## src/common/als_thresh_pkg.sv

```systemverilog
/*
 * Constants for the light threshold, persistence and gain configuration block:
 * register offsets, field positions, reset values, timing figures and decode functions.
 * Assumes a byte-wide register port driven by the serial front end of the device.
 */
package als_thresh_pkg;

   // ----------------------------------------------------------------
   // Register offsets
   // ----------------------------------------------------------------
   localparam logic [4:0] OFS_LOW_LIMIT_LOWER = 5'h04;
   localparam logic [4:0] OFS_LOW_LIMIT_UPPER = 5'h05;
   localparam logic [4:0] OFS_HIGH_LIMIT_LOWER = 5'h06;
   localparam logic [4:0] OFS_HIGH_LIMIT_UPPER = 5'h07;
   localparam logic [4:0] OFS_PERSISTENCE = 5'h0C;
   localparam logic [4:0] OFS_CONFIG = 5'h0D;
   localparam logic [4:0] OFS_GAIN_CONTROL = 5'h0F;

   // ----------------------------------------------------------------
   // Field positions and reset values
   // ----------------------------------------------------------------
   localparam int CFG_WAIT_LONG_BIT = 1;
   localparam int CFG_GAIN_LEVEL_BIT = 2;
   localparam logic [3:0] PERSISTENCE_FILTER_RESET = 4'h0;
   localparam logic [7:0] LIMIT_RESET = 8'h00;
   localparam logic [1:0] GAIN_SEL_RESET = 2'h0;
   localparam logic [3:0] PERSISTENCE_FILTER_EVERY = 4'h0;
   localparam logic [3:0] PERSISTENCE_FILTER_LAST_DIRECT = 4'h3;
   localparam logic [5:0] PERSISTENCE_FILTER_STEP = 6'h05;

   // ----------------------------------------------------------------
   // Timing
   // ----------------------------------------------------------------
   localparam real CLK_FREQ_MHZ = 200.0;
   localparam real WAIT_BASE_MS = 2.73;
   localparam int WAIT_BASE_CYCLES = int'(WAIT_BASE_MS * 1000.0 * CLK_FREQ_MHZ);
   localparam int WAIT_LONG_FACTOR = 12;
   localparam int WAIT_CNT_W = 23;

   // ----------------------------------------------------------------
   // Gain, in hundredths of 1x
   // ----------------------------------------------------------------
   localparam logic [13:0] GAIN_1X = 14'h0064;
   localparam logic [13:0] GAIN_8X = 14'h0320;
   localparam logic [13:0] GAIN_16X = 14'h0640;
   localparam logic [13:0] GAIN_120X = 14'h2EE0;
   localparam logic [13:0] GAIN_1X_LOW = 14'h0010;
   localparam logic [13:0] GAIN_8X_LOW = 14'h0080;

   // Consecutive out-of-range results needed for a persistence code
   function automatic logic [5:0] persistence_filter_required(input logic [3:0] code);
      if (code <= PERSISTENCE_FILTER_LAST_DIRECT)
      begin
         persistence_filter_required = {2'h0, code};
      end
      else
      begin
         persistence_filter_required = 6'({2'h0, code} - {2'h0, PERSISTENCE_FILTER_LAST_DIRECT}) * PERSISTENCE_FILTER_STEP;
      end
   endfunction : persistence_filter_required

   function automatic logic [13:0] gain_x100(input logic [1:0] sel, input logic low_level);
      case (sel)
         2'h0: gain_x100 = low_level ? GAIN_1X_LOW : GAIN_1X;
         2'h1: gain_x100 = low_level ? GAIN_8X_LOW : GAIN_8X;
         2'h2: gain_x100 = GAIN_16X;
         default: gain_x100 = GAIN_120X;
      endcase
   endfunction : gain_x100

endpackage : als_thresh_pkg

```

## src/core/als_thresh_irq.sv

```systemverilog
/*
 * Light threshold comparison with persistence filter, interrupt flag and pin,
 * gain and wait-step configuration, and their byte-wide registers.
 * Assumes conversion results, strobes and register accesses arrive on core_clk_in.
 */
`timescale 1ns/100ps

module als_thresh_irq
   import als_thresh_pkg::*;
#(
   parameter int WAIT_BASE = WAIT_BASE_CYCLES  // Base wait step in clock cycles
)
(
   input wire logic core_clk_in,               // 200 MHz clock
   input wire logic rst_n_in,                  // Asynchronous reset, active low
   input wire logic reg_wr_in,                 // Register write strobe
   input wire logic reg_rd_in,                 // Register read strobe
   input wire logic [4:0] reg_addr_in,         // Register offset
   input wire logic [7:0] reg_wdata_in,        // Write data
   output logic [7:0] reg_rdata_out,           // Read data, valid after read strobe
   input wire logic irq_clear_cmd_in,          // Interrupt clear special command
   input wire logic light_irq_mask_in,         // Mask bit of the enable register
   input wire logic conv_done_in,              // Conversion cycle completed
   input wire logic [15:0] channel0_count_in,  // Channel-0 result
   input wire logic wait_run_in,               // Wait timer running
   input wire logic irq_pin_in,                // Interrupt wire level
   output logic irq_pin_out,                   // Pin drive value, always low
   output logic irq_pin_oe_out,                // Pin pulled low while high
   output logic irq_line_low_out,              // Synchronised wire observed low
   output logic light_irq_flag_out,            // Status: interrupt asserted
   output logic [1:0] gain_select_out,         // Analog gain selector
   output logic gain_level_scale_out,          // Low gain level bit
   output logic [13:0] gain_x100_out,          // Effective gain in hundredths
   output logic wait_long_out,                 // Wait-long bit
   output logic wait_step_tick_out             // One pulse per finished wait step
);

   // ----------------------------------------------------------------
   // Registers
   // ----------------------------------------------------------------
   logic [7:0] limit_bytes_q [4];
   logic [3:0] persistence_filter_code_q;
   logic [15:0] low_limit;
   logic [15:0] high_limit;

   assign low_limit = {limit_bytes_q[1], limit_bytes_q[0]};
   assign high_limit = {limit_bytes_q[3], limit_bytes_q[2]};

   genvar gi;
   generate
      for (gi = 0; gi < 4; gi++)
      begin : g_limit
         always_ff @(posedge core_clk_in or negedge rst_n_in)
         begin
            if (!rst_n_in)
            begin
               limit_bytes_q[gi] <= LIMIT_RESET;
            end
            else if (reg_wr_in && reg_addr_in == OFS_LOW_LIMIT_LOWER + 5'(gi))
            begin
               limit_bytes_q[gi] <= reg_wdata_in;
            end
         end
      end
   endgenerate

   // Reserved bits are not stored, so they read back as zero
   always_ff @(posedge core_clk_in or negedge rst_n_in)
   begin
      if (!rst_n_in)
      begin
         persistence_filter_code_q <= PERSISTENCE_FILTER_RESET;
         gain_level_scale_out <= 1'b0;
         wait_long_out <= 1'b0;
         gain_select_out <= GAIN_SEL_RESET;
      end
      else if (reg_wr_in)
      begin
         case (reg_addr_in)
            OFS_PERSISTENCE: persistence_filter_code_q <= reg_wdata_in[3:0];
            OFS_CONFIG:
            begin
               gain_level_scale_out <= reg_wdata_in[CFG_GAIN_LEVEL_BIT];
               wait_long_out <= reg_wdata_in[CFG_WAIT_LONG_BIT];
            end
            OFS_GAIN_CONTROL: gain_select_out <= reg_wdata_in[1:0];
            default: ;
         endcase
      end
   end

   always_ff @(posedge core_clk_in or negedge rst_n_in)
   begin
      if (!rst_n_in)
      begin
         reg_rdata_out <= 8'h00;
      end
      else if (reg_rd_in)
      begin
         case (reg_addr_in)
            OFS_LOW_LIMIT_LOWER: reg_rdata_out <= limit_bytes_q[0];
            OFS_LOW_LIMIT_UPPER: reg_rdata_out <= limit_bytes_q[1];
            OFS_HIGH_LIMIT_LOWER: reg_rdata_out <= limit_bytes_q[2];
            OFS_HIGH_LIMIT_UPPER: reg_rdata_out <= limit_bytes_q[3];
            OFS_PERSISTENCE: reg_rdata_out <= {4'h0, persistence_filter_code_q};
            OFS_CONFIG: reg_rdata_out <= {5'h00, gain_level_scale_out, wait_long_out, 1'b0};
            OFS_GAIN_CONTROL: reg_rdata_out <= {6'h00, gain_select_out};
            default: reg_rdata_out <= 8'h00;
         endcase
      end
   end

   // Scaling only defined for the two lowest gains; higher codes ignore it
   always_ff @(posedge core_clk_in or negedge rst_n_in)
   begin
      if (!rst_n_in)
      begin
         gain_x100_out <= GAIN_1X;
      end
      else
      begin
         gain_x100_out <= gain_x100(gain_select_out, gain_level_scale_out);
      end
   end

   // ----------------------------------------------------------------
   // Threshold compare and persistence
   // ----------------------------------------------------------------
   logic out_of_range;
   logic [5:0] oor_cnt_q;
   logic [5:0] oor_cnt_inc;
   logic persist_hit;

   assign out_of_range = (channel0_count_in < low_limit) || (channel0_count_in > high_limit);
   assign oor_cnt_inc = (oor_cnt_q == 6'h3F) ? oor_cnt_q : oor_cnt_q + 6'h01;
   assign persist_hit = (persistence_filter_code_q == PERSISTENCE_FILTER_EVERY) ||
                        (out_of_range && oor_cnt_inc >= persistence_filter_required(persistence_filter_code_q));

   always_ff @(posedge core_clk_in or negedge rst_n_in)
   begin
      if (!rst_n_in)
      begin
         oor_cnt_q <= 6'h00;
      end
      else if (conv_done_in)
      begin
         oor_cnt_q <= out_of_range ? oor_cnt_inc : 6'h00;
      end
      else if (irq_clear_cmd_in)
      begin
         oor_cnt_q <= 6'h00;
      end
   end

   // A hit in the clear cycle wins, so no event is lost
   always_ff @(posedge core_clk_in or negedge rst_n_in)
   begin
      if (!rst_n_in)
      begin
         light_irq_flag_out <= 1'b0;
      end
      else if (conv_done_in && persist_hit)
      begin
         light_irq_flag_out <= 1'b1;
      end
      else if (irq_clear_cmd_in)
      begin
         light_irq_flag_out <= 1'b0;
      end
   end

   // ----------------------------------------------------------------
   // Interrupt pin
   // ----------------------------------------------------------------
   logic irq_sync1_q;

   always_ff @(posedge core_clk_in or negedge rst_n_in)
   begin
      if (!rst_n_in)
      begin
         irq_pin_out <= 1'b0;
         irq_pin_oe_out <= 1'b0;
         irq_sync1_q <= 1'b1;
         irq_line_low_out <= 1'b0;
      end
      else
      begin
         irq_pin_out <= 1'b0;
         irq_pin_oe_out <= light_irq_flag_out && light_irq_mask_in;
         irq_sync1_q <= irq_pin_in;
         irq_line_low_out <= !irq_sync1_q;
      end
   end

   // ----------------------------------------------------------------
   // Wait step timer
   // ----------------------------------------------------------------
   logic [WAIT_CNT_W-1:0] wait_cnt_q;
   logic [WAIT_CNT_W-1:0] step_last;

   assign step_last = wait_long_out ? WAIT_CNT_W'(WAIT_BASE * WAIT_LONG_FACTOR - 1)
                                    : WAIT_CNT_W'(WAIT_BASE - 1);

   always_ff @(posedge core_clk_in or negedge rst_n_in)
   begin
      if (!rst_n_in)
      begin
         wait_cnt_q <= '0;
         wait_step_tick_out <= 1'b0;
      end
      else if (!wait_run_in)
      begin
         wait_cnt_q <= '0;
         wait_step_tick_out <= 1'b0;
      end
      else if (wait_cnt_q >= step_last)
      begin
         wait_cnt_q <= '0;
         wait_step_tick_out <= 1'b1;
      end
      else
      begin
         wait_cnt_q <= wait_cnt_q + WAIT_CNT_W'(1);
         wait_step_tick_out <= 1'b0;
      end
   end
endmodule : als_thresh_irq

```

## config.mk

```make
export PLATFORM = sky130hd
export DESIGN_NAME = als_thresh_irq
export DESIGN_NICKNAME = d
export VERILOG_FILES = /design/src/common/als_thresh_pkg.sv /design/src/core/als_thresh_irq.sv
export SDC_FILE = /design/constraint.sdc
export NUM_CORES = 1
export LEC_CHECK = 0
export CAP_MARGIN = 10
export CORE_ASPECT_RATIO = 0.5
export CORE_MARGIN = 5
export CORE_UTILIZATION = 58
export CTS_BUF_LIST = sky130_fd_sc_hd__clkbuf_8 sky130_fd_sc_hd__clkbuf_16
export DETAILED_ROUTE_END_ITERATION = 10
export DONT_BUFFER_PORTS = 1
export GPL_ROUTABILITY_DRIVEN = 0
export HOLD_SLACK_MARGIN = 0.02
export PLACE_DENSITY = 0.76
export SETUP_SLACK_MARGIN = 0.02
export SLEW_MARGIN = 20
export SYNTH_ARGS = -nofsm -noshare
export SYNTH_HDL_FRONTEND = slang
export SYNTH_SLANG_ARGS = --single-unit
```

## constraint.sdc

```tcl
create_clock -name core_clk_in -period 2.9 [get_ports core_clk_in]
set_clock_uncertainty 0.05 [all_clocks]
set_input_delay 0.58 -clock core_clk_in [delete_from_list [all_inputs] [get_ports core_clk_in]]
set_output_delay 0.58 -clock core_clk_in [all_outputs]
set_load 0.01 [all_outputs]
```

==> results of run 1 <==
what timing repair did:
item | CTS | global route
gates resized for setup | 0 | 6
hold endpoints to repair | 87 | 0
hold buffers | 2 | 0
setup buffers | 2 | 0
setup endpoints to repair | 1 | 1
pin swaps | 1 | 1
kinds of logic (layout without fill, tap and decap cells):
group	count (synthesis)	count (layout)	synth area share
AND/OR/NAND/NOR	160	160	0.1448
AO/OA/AOI/OAI	91	91	0.1123
flip-flops	91	91	0.4172
buffers and inverters	74	89	0.05924
adder cells (fa/ha/maj)	58	58	0.1340
multiplexers	45	45	0.09172
XOR/XNOR	25	25	0.04003
other	1	5	0.0006855
synth_stat cells (2+ instances only):
cell type / instances
a2111oi_0: 2
a211o_1: 2
a211oi_1: 7
a21o_1: 4
a21oi_1: 22
a221oi_1: 6
a222oi_1: 2
a22o_1: 5
a22oi_1: 7
and2_1: 3
and3_1: 5
and4_1: 3
buf_1: 3
buf_4: 6
buf_6: 3
clkbuf_1: 6
dfrtp_1: 87
dfstp_2: 4
ha_1: 57
inv_1: 55
mux2_2: 41
mux2i_1: 4
nand2_1: 36
nand2_2: 2
nand2b_1: 4
nand3_1: 11
nand3b_1: 3
nand4_1: 10
nand4b_1: 2
nor2_1: 51
nor2_2: 4
nor2b_1: 3
nor3_1: 12
nor4_1: 2
o211ai_1: 4
o21ai_0: 15
o22ai_1: 7
or2_2: 2
xnor2_1: 16
xor2_1: 9
metal layers:
metal	part of all wire	global-route usage
met2	0.47	0.3560
met4	0.020	0.06227
met3	0.060	0.06401
met5	0	0
met1	0.45	0.2838
worst register-to-register path, cell delays in order, from the launching register on:
cell	delay, ns
dfrtp_1	0.42
nand2_1	0.09
inv_1	0.05
or3_1	0.30
nand2_1	0.09
ha_1	0.23
ha_1	0.21
fa_2	0.52
nand2_1	0.05
ha_1	0.29
a21o_1	0.16
a211oi_1	0.22
nor3_1	0.06
metrics by stage:
| step | instance area [µm²] | worst slack [ns] |
|---|---|---|
| final | 5987 | 0.04588 |
| after CTS | 5969 | 0.02753 |
| after detailed placement | 5624 | -0.002476 |
| after global placement | 5624 | 0.08555 |
| after floorplan | 5487 | 0.04194 |
| after global routing | 5987 | -0.09721 |
flip-flops by register name, indices dropped and copies added, names as in the netlist, 2 cells and up:
signal,count
high_limit,16
gain_x100_out,9
limit_bytes_q,16
gain_select_out,2
oor_cnt_q,6
persistence_filter_code_q,4
reg_rdata_out,8
wait_cnt_q,23
power by group:
| group | internal, mW | leakage (nW) | switching (mW) |
|---|---|---|---|
| Combinational | 0.470 | 1.41 | 0.491 |
| Sequential | 1.45 | 1.19 | 0.183 |
| Clock | 0.621 | 0.142 | 0.522 |
| Total | 2.54 | 2.74 | 1.20 |
worst min-delay path by stage:
stage | end | depth (start not counted) | startpoint | slack [ns]
2_1_floorplan | gain_level_scale_out | 0 | rst_n_in | 0.23
3_3_place_gp | irq_pin_oe_out | 0 | rst_n_in | 0.24
3_5_place_dp | oor_cnt_q[2] | 0 | rst_n_in | 0.24
4_1_cts | oor_cnt_q[2] | 1 | rst_n_in | 0.11
5_1_grt | oor_cnt_q[2] | 1 | rst_n_in | 0.09
6_report | oor_cnt_q[2] | 1 | rst_n_in | 0.07
layout make-up:
| class | instances | share of cell area |
|---|---|---|
| well taps | 121 | 0.02529 |
| clock buffers | 10 | 0.03992 |
| repair buffers | 18 | 0.02633 |
| clock inverters | 6 | 0.008986 |
| inverters | 55 | 0.03448 |
| multi-input cells | 384 | 0.4838 |
| flip-flops and latches | 91 | 0.3812 |
==> run summary, run 1 <==
Cells and area
* dfrtp_1 — most common library cell in the layout ignoring fill and taps
* 685 — non-filler cells, final
* 655 — final net count
* 0.6423 — final design utilization
* 0 — Antenna Diode Count
* dfrtp_1, ha_1, inv_1 — most frequent cells in the layout
* 752 — # fillers
* 2282 µm² — Seq. cell area
* 2897 µm² — area used by multi-input combinational logic
* 0.1631 — fraction of final layout cells sized beyond drive strength 1
* 9.446% — post-synthesis to final-layout area growth

Global routing
* 3936 — vias in the first global route
* 19860 µm — global-route wire length before repair
* 0 — residual overflow from global routing
* 88 — largest net degree at the start of global routing
* 0.2175 — overall global routing resource usage
* 0 — number of antenna violations at the first check in global routing

Synthesis
* 1.000 — share of synthesized flip-flops with an asynchronous set or reset
* 10.04 µm² — synthesized area per cell
* 0 — number of enable-type register cells in the synthesized netlist
* 0 — total number of yosys warnings
* 0.3980 — Yosys top cell area share
* 5470 µm² — area of the mapped netlist
* 58 — count of cell types in the netlist
* 0.4172 — share of synthesized area occupied by flip-flops and latches
* 91 — flip-flop and latch count after synthesis
* dfrtp_1 — library cell occupying the most area in the post-synthesis netlist
* dfrtp_1 — most used flip-flop cell after synthesis
* dfrtp_1, ha_1, mux2_2, inv_1, nor2_1 — cells taking the most area after synthesis
* 545 — instance count of the mapped netlist

Route
* 0 — DRC violations left
* 270 — starting DRC count in detailed routing
* 0 — final antenna-violating net count
* 5 — router iterations before antenna repair
* 5.801 — vias per cell
* 3974 — routed via count
* 11990 µm — total length of routed wires
* 17.50 µm — final routed wire length divided by cell count

Floorplan
* 25 — Std-Cell Rows
* 78.67 µm — Die Height
* 11590 µm² — die footprint
* 69 — number of primary I/O pins
* 0.5868 — effective utilization at floorplan
* 9321 µm² — core area
* 147.3 µm — horizontal die dimension

STA
* 0.5144 — worst rel slew slack
* true — RSZ-0062 raised after global routing
* 2.854 ns — Min Clock Period, post-route
* 0 — max-slew violation total from the final report
* 0 ns — total negative slack for setup checks
* 0 — number of setup violations in the final report
* 0.9842 — post-route fraction of the period consumed by the critical path
* 0.7240 ns — Least-Margin Pin Slew
* 0 — Hold Violations, Final
* 0.06873 ns — hold slack
* 350.4 MHz — Max Clock Freq

CTS
* 0.07 ns — clock-pin slew of the registers on the worst-case setup and hold paths
* 2 — clock tree buffer depth
* 91 — TritonCTS Sinks
* 9 — clock buffers created by TritonCTS
* done — clock tree from TritonCTS
* 0.34 ns — Worst-Skew Late Latency
* clkbuf_16 — root buffer cell
* 3 — H-tree level count

Placement
* 665 — number of instances in the placed design
* 8882 µm — detailed-placement wirelength estimate
* 0 — number of buffer cells added on primary ports

Setup path
* adder cells — CP top delay family
* flop — endpoint class of the critical path
* 5 — CP max FO
* fa_2 — highest-delay cell along the critical path
* 3.07 ns — CP required
* 12 — depth of the critical timing path with buffers and inverters included
* flop — type of element launching the critical path
* light_irq_flag_out — worst r2r dst
* persistence_filter_code_q[0] — Worst setup startpoint
* 0.05 ns — worst setup slack for register-to-register paths
* nand2_1 > inv_1 > or3_1 > nand2_1 > ha_1 > ha_1 > fa_2 > nand2_1 > ha_1 > a21o_1 > a211oi_1 > nor3_1 — cell chain of the critical path
* reg2reg — type of the worst setup path
* 1 — number of buffer and inverter instances along the worst setup path
* 0.52 ns — Max stage delay on crit path
* persistence_filter_code_q[0] — RR Startpoint
* 3.03 ns — data arrival time at the worst-slack endpoint
* 12 — number of cells on the worst reg-to-reg path
* light_irq_flag_out — capturing element of the worst setup path

Pwr
* 2.743 nW — leakage power total
* 3.736 mW — Overall Power
* 624.0 nW/µm² — power density of the placed cells
* 354.4 µV — maximum vdd drop

Worst hold path
* in2async — class of the tightest hold or removal check

Status
* finished clean — outcome

Flow run
* 0 — Max Cap Viol

No activity file was read; power rests on OpenSTA's default activity.
==> run 2: changes to the inputs <==
--- a/config.mk
+++ b/config.mk
@@ -7,7 +7,6 @@
 export LEC_CHECK = 0
 export CAP_MARGIN = 10
 export CORE_ASPECT_RATIO = 0.5
-export CORE_MARGIN = 5
 export CORE_UTILIZATION = 58
 export CTS_BUF_LIST = sky130_fd_sc_hd__clkbuf_8 sky130_fd_sc_hd__clkbuf_16
 export DETAILED_ROUTE_END_ITERATION = 10
==> run 2 against run 1 <==
Design area increased by 0.19%. Hold slack improved by 0.018 ns. Sequential share of layout area decreased by 0.072 points. Non-clock buffer count decreased by 1. Setup slack improved by 0.031 ns. Global-route usage increased by 3.7 points. Register-to-register slack improved by 0.03 ns. Sequential cell count unchanged. Die area decreased by 15%. First-iteration DRC count decreased by 21%. Clock-buffer cell count unchanged.
==> run summary, run 2 (synthesis results as in run 1) <==
Pwr
* 2.632 mW — Power Internal
* 0.3132 — fraction of power spent switching nets
* 0.426 — fraction of power consumed by sequential logic
* 0.261 — share of total power in combinational logic
* 2.749 nW — leakage power total
* 327.1 µV — maximum vdd drop
* 1.200 mW — NetSw
* 638.8 nW/µm² — power density of the placed cells
* 0.314 — part of the power in the clock network

Flow run
* 0 — Max Cap Viol

Cells and area
* 0.1652 — fraction of final layout cells sized beyond drive strength 1
* 23 — Largest register FFs
* dfrtp_1 — most common library cell in the layout ignoring fill and taps
* 654 — final net count
* 5998 µm² — area of all placed cells without fillers
* wait_cnt_q — register bank with the most flops
* dfrtp_1, ha_1, inv_1 — most frequent cells in the layout
* 680 — non-filler cells, final
* 706 — # fillers
* 9.652% — post-synthesis to final-layout area growth
* 0 — Antenna Diode Count
* 0.6726 — final design utilization
* 2904 µm² — area used by multi-input combinational logic
* 2282 µm² — Seq. cell area

Setup path
* light_irq_flag_out — worst r2r dst
* 5 — CP max FO
* flop — type of element launching the critical path
* 0.42 ns — Max stage delay on crit path
* 3.00 ns — data arrival time at the worst-slack endpoint
* 3.07 ns — CP required
* dfrtp_1 — highest-delay cell along the critical path
* nand2_1 > inv_1 > o21ai_1 > nand2_1 > ha_1 > ha_2 > fa_2 > xnor2_2 > o311ai_2 > o21ai_1 > ha_1 > a211oi_2 > nor3_1 — cell chain of the critical path
* 13 — number of cells on the worst reg-to-reg path
* flop — endpoint class of the critical path
* 0.08 ns — worst setup slack for register-to-register paths
* reg2reg — type of the worst setup path
* adder cells — CP top delay family
* persistence_filter_code_q[0] — RR Startpoint
* 1 — number of buffer and inverter instances along the worst setup path
* persistence_filter_code_q[0] — Worst setup startpoint

STA
* 0.7489 ns — Least-Margin Pin Slew
* 0 — Hold Violations, Final
* 0.9735 — post-route fraction of the period consumed by the critical path
* 0.4977 — worst rel slew slack
* 2.823 ns — Min Clock Period, post-route
* true — RSZ-0062 raised after global routing
* 0 — number of setup violations in the final report
* 354.2 MHz — Max Clock Freq
* 0.07680 ns — final worst-path setup slack
* 0 — max-slew violation total from the final report
* 0.08720 ns — hold slack

CTS
* 0.35 ns — Worst-Skew Late Latency
* 0.06 ns — clock-pin slew of the registers on the worst-case setup and hold paths
* 91 — TritonCTS Sinks
* clkbuf_16 — root buffer cell
* 3 — H-tree level count
* done — clock tree from TritonCTS
* 9 — clock buffers created by TritonCTS
* 2 — clock tree buffer depth

Worst hold path
* in2async — class of the tightest hold or removal check

Route
* 11890 µm — total length of routed wires
* 0 — DRC violations left
* 212 — starting DRC count in detailed routing
* 5.856 — vias per cell
* 17.49 µm — final routed wire length divided by cell count
* 0 — final antenna-violating net count
* 3982 — routed via count
* 4 — router iterations before antenna repair

Floorplan
* 8919 µm² — core area
* 70.67 µm — Die Height
* 24 — Std-Cell Rows
* 139.3 µm — horizontal die dimension
* 0.6134 — effective utilization at floorplan
* 69 — number of primary I/O pins
* 9847 µm² — die footprint

Placement
* 661 — number of instances in the placed design
* 0.007667 ns — Setup Slack @ Placement
* 0 — number of buffer cells added on primary ports
* 5619 µm² — post-place instance area
* 8735 µm — detailed-placement wirelength estimate

Status
* finished clean — outcome

Global routing
* 0 — residual overflow from global routing
* 0.2547 — overall global routing resource usage
* 3875 — vias in the first global route
* 90 — largest net degree at the start of global routing
* 0 — number of antenna violations at the first check in global routing
* 19440 µm — global-route wire length before repair

==> run 2: through the flow <==
| stage | TNS, ns | power (mW) |
|---|---|---|
| after floorplan | 0 | 2.305 |
| after global placement | 0 | 2.489 |
| after detailed placement | 0 | 2.548 |
| after CTS | 0 | 3.804 |
| after global routing | -0.07541 | 4.052 |
| final | 0 | 3.832 |
==> run 2: worst max path at each step <==
stage                              end  slack (ns)  depth (start not counted)
finish              light_irq_flag_out        0.08                         13
global route        light_irq_flag_out       -0.08                         13
CTS                 light_irq_flag_out        0.05                         12
detailed placement  light_irq_flag_out       0.008                         13
global placement    light_irq_flag_out        0.08                         13
floorplan           light_irq_flag_out        0.04                         14
==> run 2: metal layers <==
layer | track usage | share of wire | vias to the layer above
met4 | 0.06420 | 0.0098 | 0
met3 | 0.05687 | 0.055 | 17
met1 | 0.3477 | 0.46 | 1941
met5 | 0 | 0 | -
met2 | 0.4171 | 0.48 | 89
li1 | - | - | 1935
==> run 2: cell type report <==
type                       count  area share
clock buffer                  10     0.03984
clock inverter                 6     0.01168
inverter                      55     0.03442
multi-input combinational    384      0.4841
sequential                    91      0.3805
tap                          117     0.02441
timing repair buffer          17     0.02503
==> run 2: power groups by stage <==
stage                     Clock (mW)  Combinational (mW)  Sequential (mW)
final                           1.20               0.999             1.63
after global routing            1.27                1.13             1.65
after CTS                       1.23               0.943             1.63
after detailed placement           0               0.898             1.65
after global placement             0               0.851             1.64
after floorplan                    0               0.710             1.59
==> run 2: what timing repair did <==
action                                  CTS  global route
resized for setup                         1             7
buffers inserted                          0             1
endpoints found under the setup margin    1             1
pin swaps                                 1             2
hold buffers                              2             0
hold endpoints to repair                 89             0
==> run 3: changes to the inputs <==
--- a/config.mk
+++ b/config.mk
@@ -14,6 +14,7 @@
 export GPL_ROUTABILITY_DRIVEN = 0
 export HOLD_SLACK_MARGIN = 0.02
 export PLACE_DENSITY = 0.76
+export RECOVER_POWER = 50
 export SETUP_SLACK_MARGIN = 0.02
 export SLEW_MARGIN = 20
 export SYNTH_ARGS = -nofsm -noshare
==> run 3 against run 2 <==
The flow now finishes with violations (max-capacitance violations, max-slew violations). Combinational power fell by 0.5%. Clock-buffer cell count did not move. Non-clock buffer count did not move. Design area fell by 0.38%. Sequential power barely moved. Fmax barely moved. Routed wire length fell by 0.18%. Register-to-register slack barely moved. First-iteration DRC count did not move. Core utilization fell by 0.25 points. Clock power barely moved. Die area did not move.
==> run summary, run 3 (synthesis results as in run 1) <==
Status
* finished with violations — outcome
* max-capacitance violations, max-slew violations — failing checks

Global routing
* 90 — largest net degree at the start of global routing
* 0 — residual overflow from global routing
* 3875 — vias in the first global route
* 0.2547 — overall global routing resource usage
* 19440 µm — global-route wire length before repair
* 0 — number of antenna violations at the first check in global routing

Floorplan
* 0.6134 — effective utilization at floorplan
* 139.3 µm — horizontal die dimension
* 69 — number of primary I/O pins
* 24 — Std-Cell Rows
* 9847 µm² — die footprint
* 70.67 µm — Die Height
* 8919 µm² — core area

STA
* true — RSZ-0062 raised after global routing
* 90 — max-slew violation total from the final report
* 354.2 MHz — Max Clock Freq
* 0 ns — total negative slack for setup checks
* 2.823 ns — Min Clock Period, post-route
* 0.9735 — post-route fraction of the period consumed by the critical path
* 0.07678 ns — final worst-path setup slack
* -0.4528 — worst rel slew slack
* 0 — Hold Violations, Final
* 2.179 ns — Least-Margin Pin Slew
* 0 — number of setup violations in the final report

Route
* 212 — starting DRC count in detailed routing
* 17.46 µm — final routed wire length divided by cell count
* 11870 µm — total length of routed wires
* 0 — final antenna-violating net count
* 3981 — routed via count
* 4 — router iterations before antenna repair
* 5.854 — vias per cell
* 0 — DRC violations left

Pwr
* 0.260 — share of total power in combinational logic
* 2.628 mW — Power Internal
* 327.0 µV — maximum vdd drop
* 0.426 — fraction of power consumed by sequential logic
* 0.314 — part of the power in the clock network
* 0.3134 — fraction of power spent switching nets
* 1.199 mW — NetSw
* 2.740 nW — leakage power total
* 640.4 nW/µm² — power density of the placed cells

Cells and area
* 0.1652 — fraction of final layout cells sized beyond drive strength 1
* wait_cnt_q — register bank with the most flops
* dfrtp_1, ha_1, inv_1 — most frequent cells in the layout
* 654 — final net count
* dfrtp_1 — most common library cell in the layout ignoring fill and taps
* 0 — Antenna Diode Count
* 9.241% — post-synthesis to final-layout area growth
* 23 — Largest register FFs

Flow run
* 1 — Max Cap Viol

Worst hold path
* in2reg — class of the tightest hold or removal check
* irq_sync1_q — hold-critical path endpoint
* irq_pin_in — hold_sp
* 0 — number of stages on the worst hold path

Setup path
* persistence_filter_code_q[0] — RR Startpoint
* 0.08 ns — worst setup slack for register-to-register paths
* 3.07 ns — CP required
* 3.00 ns — data arrival time at the worst-slack endpoint
* reg2reg — type of the worst setup path
* light_irq_flag_out — worst r2r dst
* 13 — number of cells on the worst reg-to-reg path
* 5 — CP max FO
* flop — endpoint class of the critical path
* flop — type of element launching the critical path

CTS
* done — clock tree from TritonCTS
* 0.35 ns — Worst-Skew Late Latency
* 2 — clock tree buffer depth
* 91 — TritonCTS Sinks
* clkbuf_16 — root buffer cell
* 9 — clock buffers created by TritonCTS
* 3 — H-tree level count
* 0.07 ns — clock-pin slew of the registers on the worst-case setup and hold paths

Placement
* 0.007667 ns — Setup Slack @ Placement
* 0 — number of buffer cells added on primary ports
* 8735 µm — detailed-placement wirelength estimate

[run 3: what timing repair did]
action / 4_1_cts / 5_1_grt
cloned: 0 / 0
setup endpoints to repair: 1 / 1
hold endpoints to repair: 89 / 0
buffers inserted: 0 / 1
pin swaps: 1 / 2
hold buffers: 2 / 0
resized for setup: 1 / 7
[run 3: power by group through the flow]
stage	Sequential (mW)	Combinational (mW)	Clock [mW]
floorplan	1.59	0.710	0
finish	1.63	0.994	1.20
CTS	1.63	0.943	1.23
detailed placement	1.65	0.898	0
global placement	1.64	0.851	0
global route	1.65	1.12	1.27
[run 3: final cells by class]
cell class	count	area [µm²]
Timing Repair Buffer	17	127.6
Sequential cell	91	2282
Inverter	55	206.4
Clock inverter	6	70.07
Multi-Input combinational cell	384	2904
Tap cell	117	146.4
Clock buffer	10	239.0
Fill cell	709	2943
[run 3: worst max-delay path by stage]
| stage | from | end | slack [ns] | cells past startpoint |
|---|---|---|---|---|
| 5_1_grt | persistence_filter_code_q[0] | light_irq_flag_out | -0.08 | 13 |
| 2_1_floorplan | persistence_filter_code_q[0] | light_irq_flag_out | 0.04 | 14 |
| 6_report | persistence_filter_code_q[0] | light_irq_flag_out | 0.08 | 13 |
| 3_5_place_dp | persistence_filter_code_q[0] | light_irq_flag_out | 0.008 | 13 |
| 3_3_place_gp | persistence_filter_code_q[0] | light_irq_flag_out | 0.08 | 13 |
| 4_1_cts | persistence_filter_code_q[0] | light_irq_flag_out | 0.05 | 12 |
[run 3: metal layers]
| layer | up-vias | share of wire | GRT usage |
|---|---|---|---|
| met5 | - | 0 | 0 |
| met4 | 0 | 0.011 | 0.06420 |
| met3 | 15 | 0.057 | 0.05687 |
| met2 | 85 | 0.48 | 0.4171 |
| met1 | 1947 | 0.45 | 0.3477 |
| li1 | 1934 | - | - |
[run 3: worst max-delay path, stage by stage, from the launching register on]
cell	delay [ns]
dfrtp_1	0.42
nand2_1	0.10
inv_1	0.05
o21ai_1	0.21
nand2_1	0.09
ha_1	0.31
ha_2	0.19
fa_2	0.36
xnor2_2	0.18
o311ai_2	0.13
o21ai_1	0.10
ha_1	0.26
a211oi_2	0.19
nor3_1	0.07
[run 3: metrics by stage]
step	hold WS [ns]	instances	area (µm²)	util	power, mW
final	0.1731	680	5976	0.6700	3.827
after global routing	0.1597	680	5976	0.6700	4.048
after CTS	0.1112	679	5968	0.6692	3.804
after detailed placement	0.2363	661	5619	0.6301	2.548
after global placement	0.2367	661	5619	0.6301	2.489
after floorplan	0.2344	549	5487	-	2.305
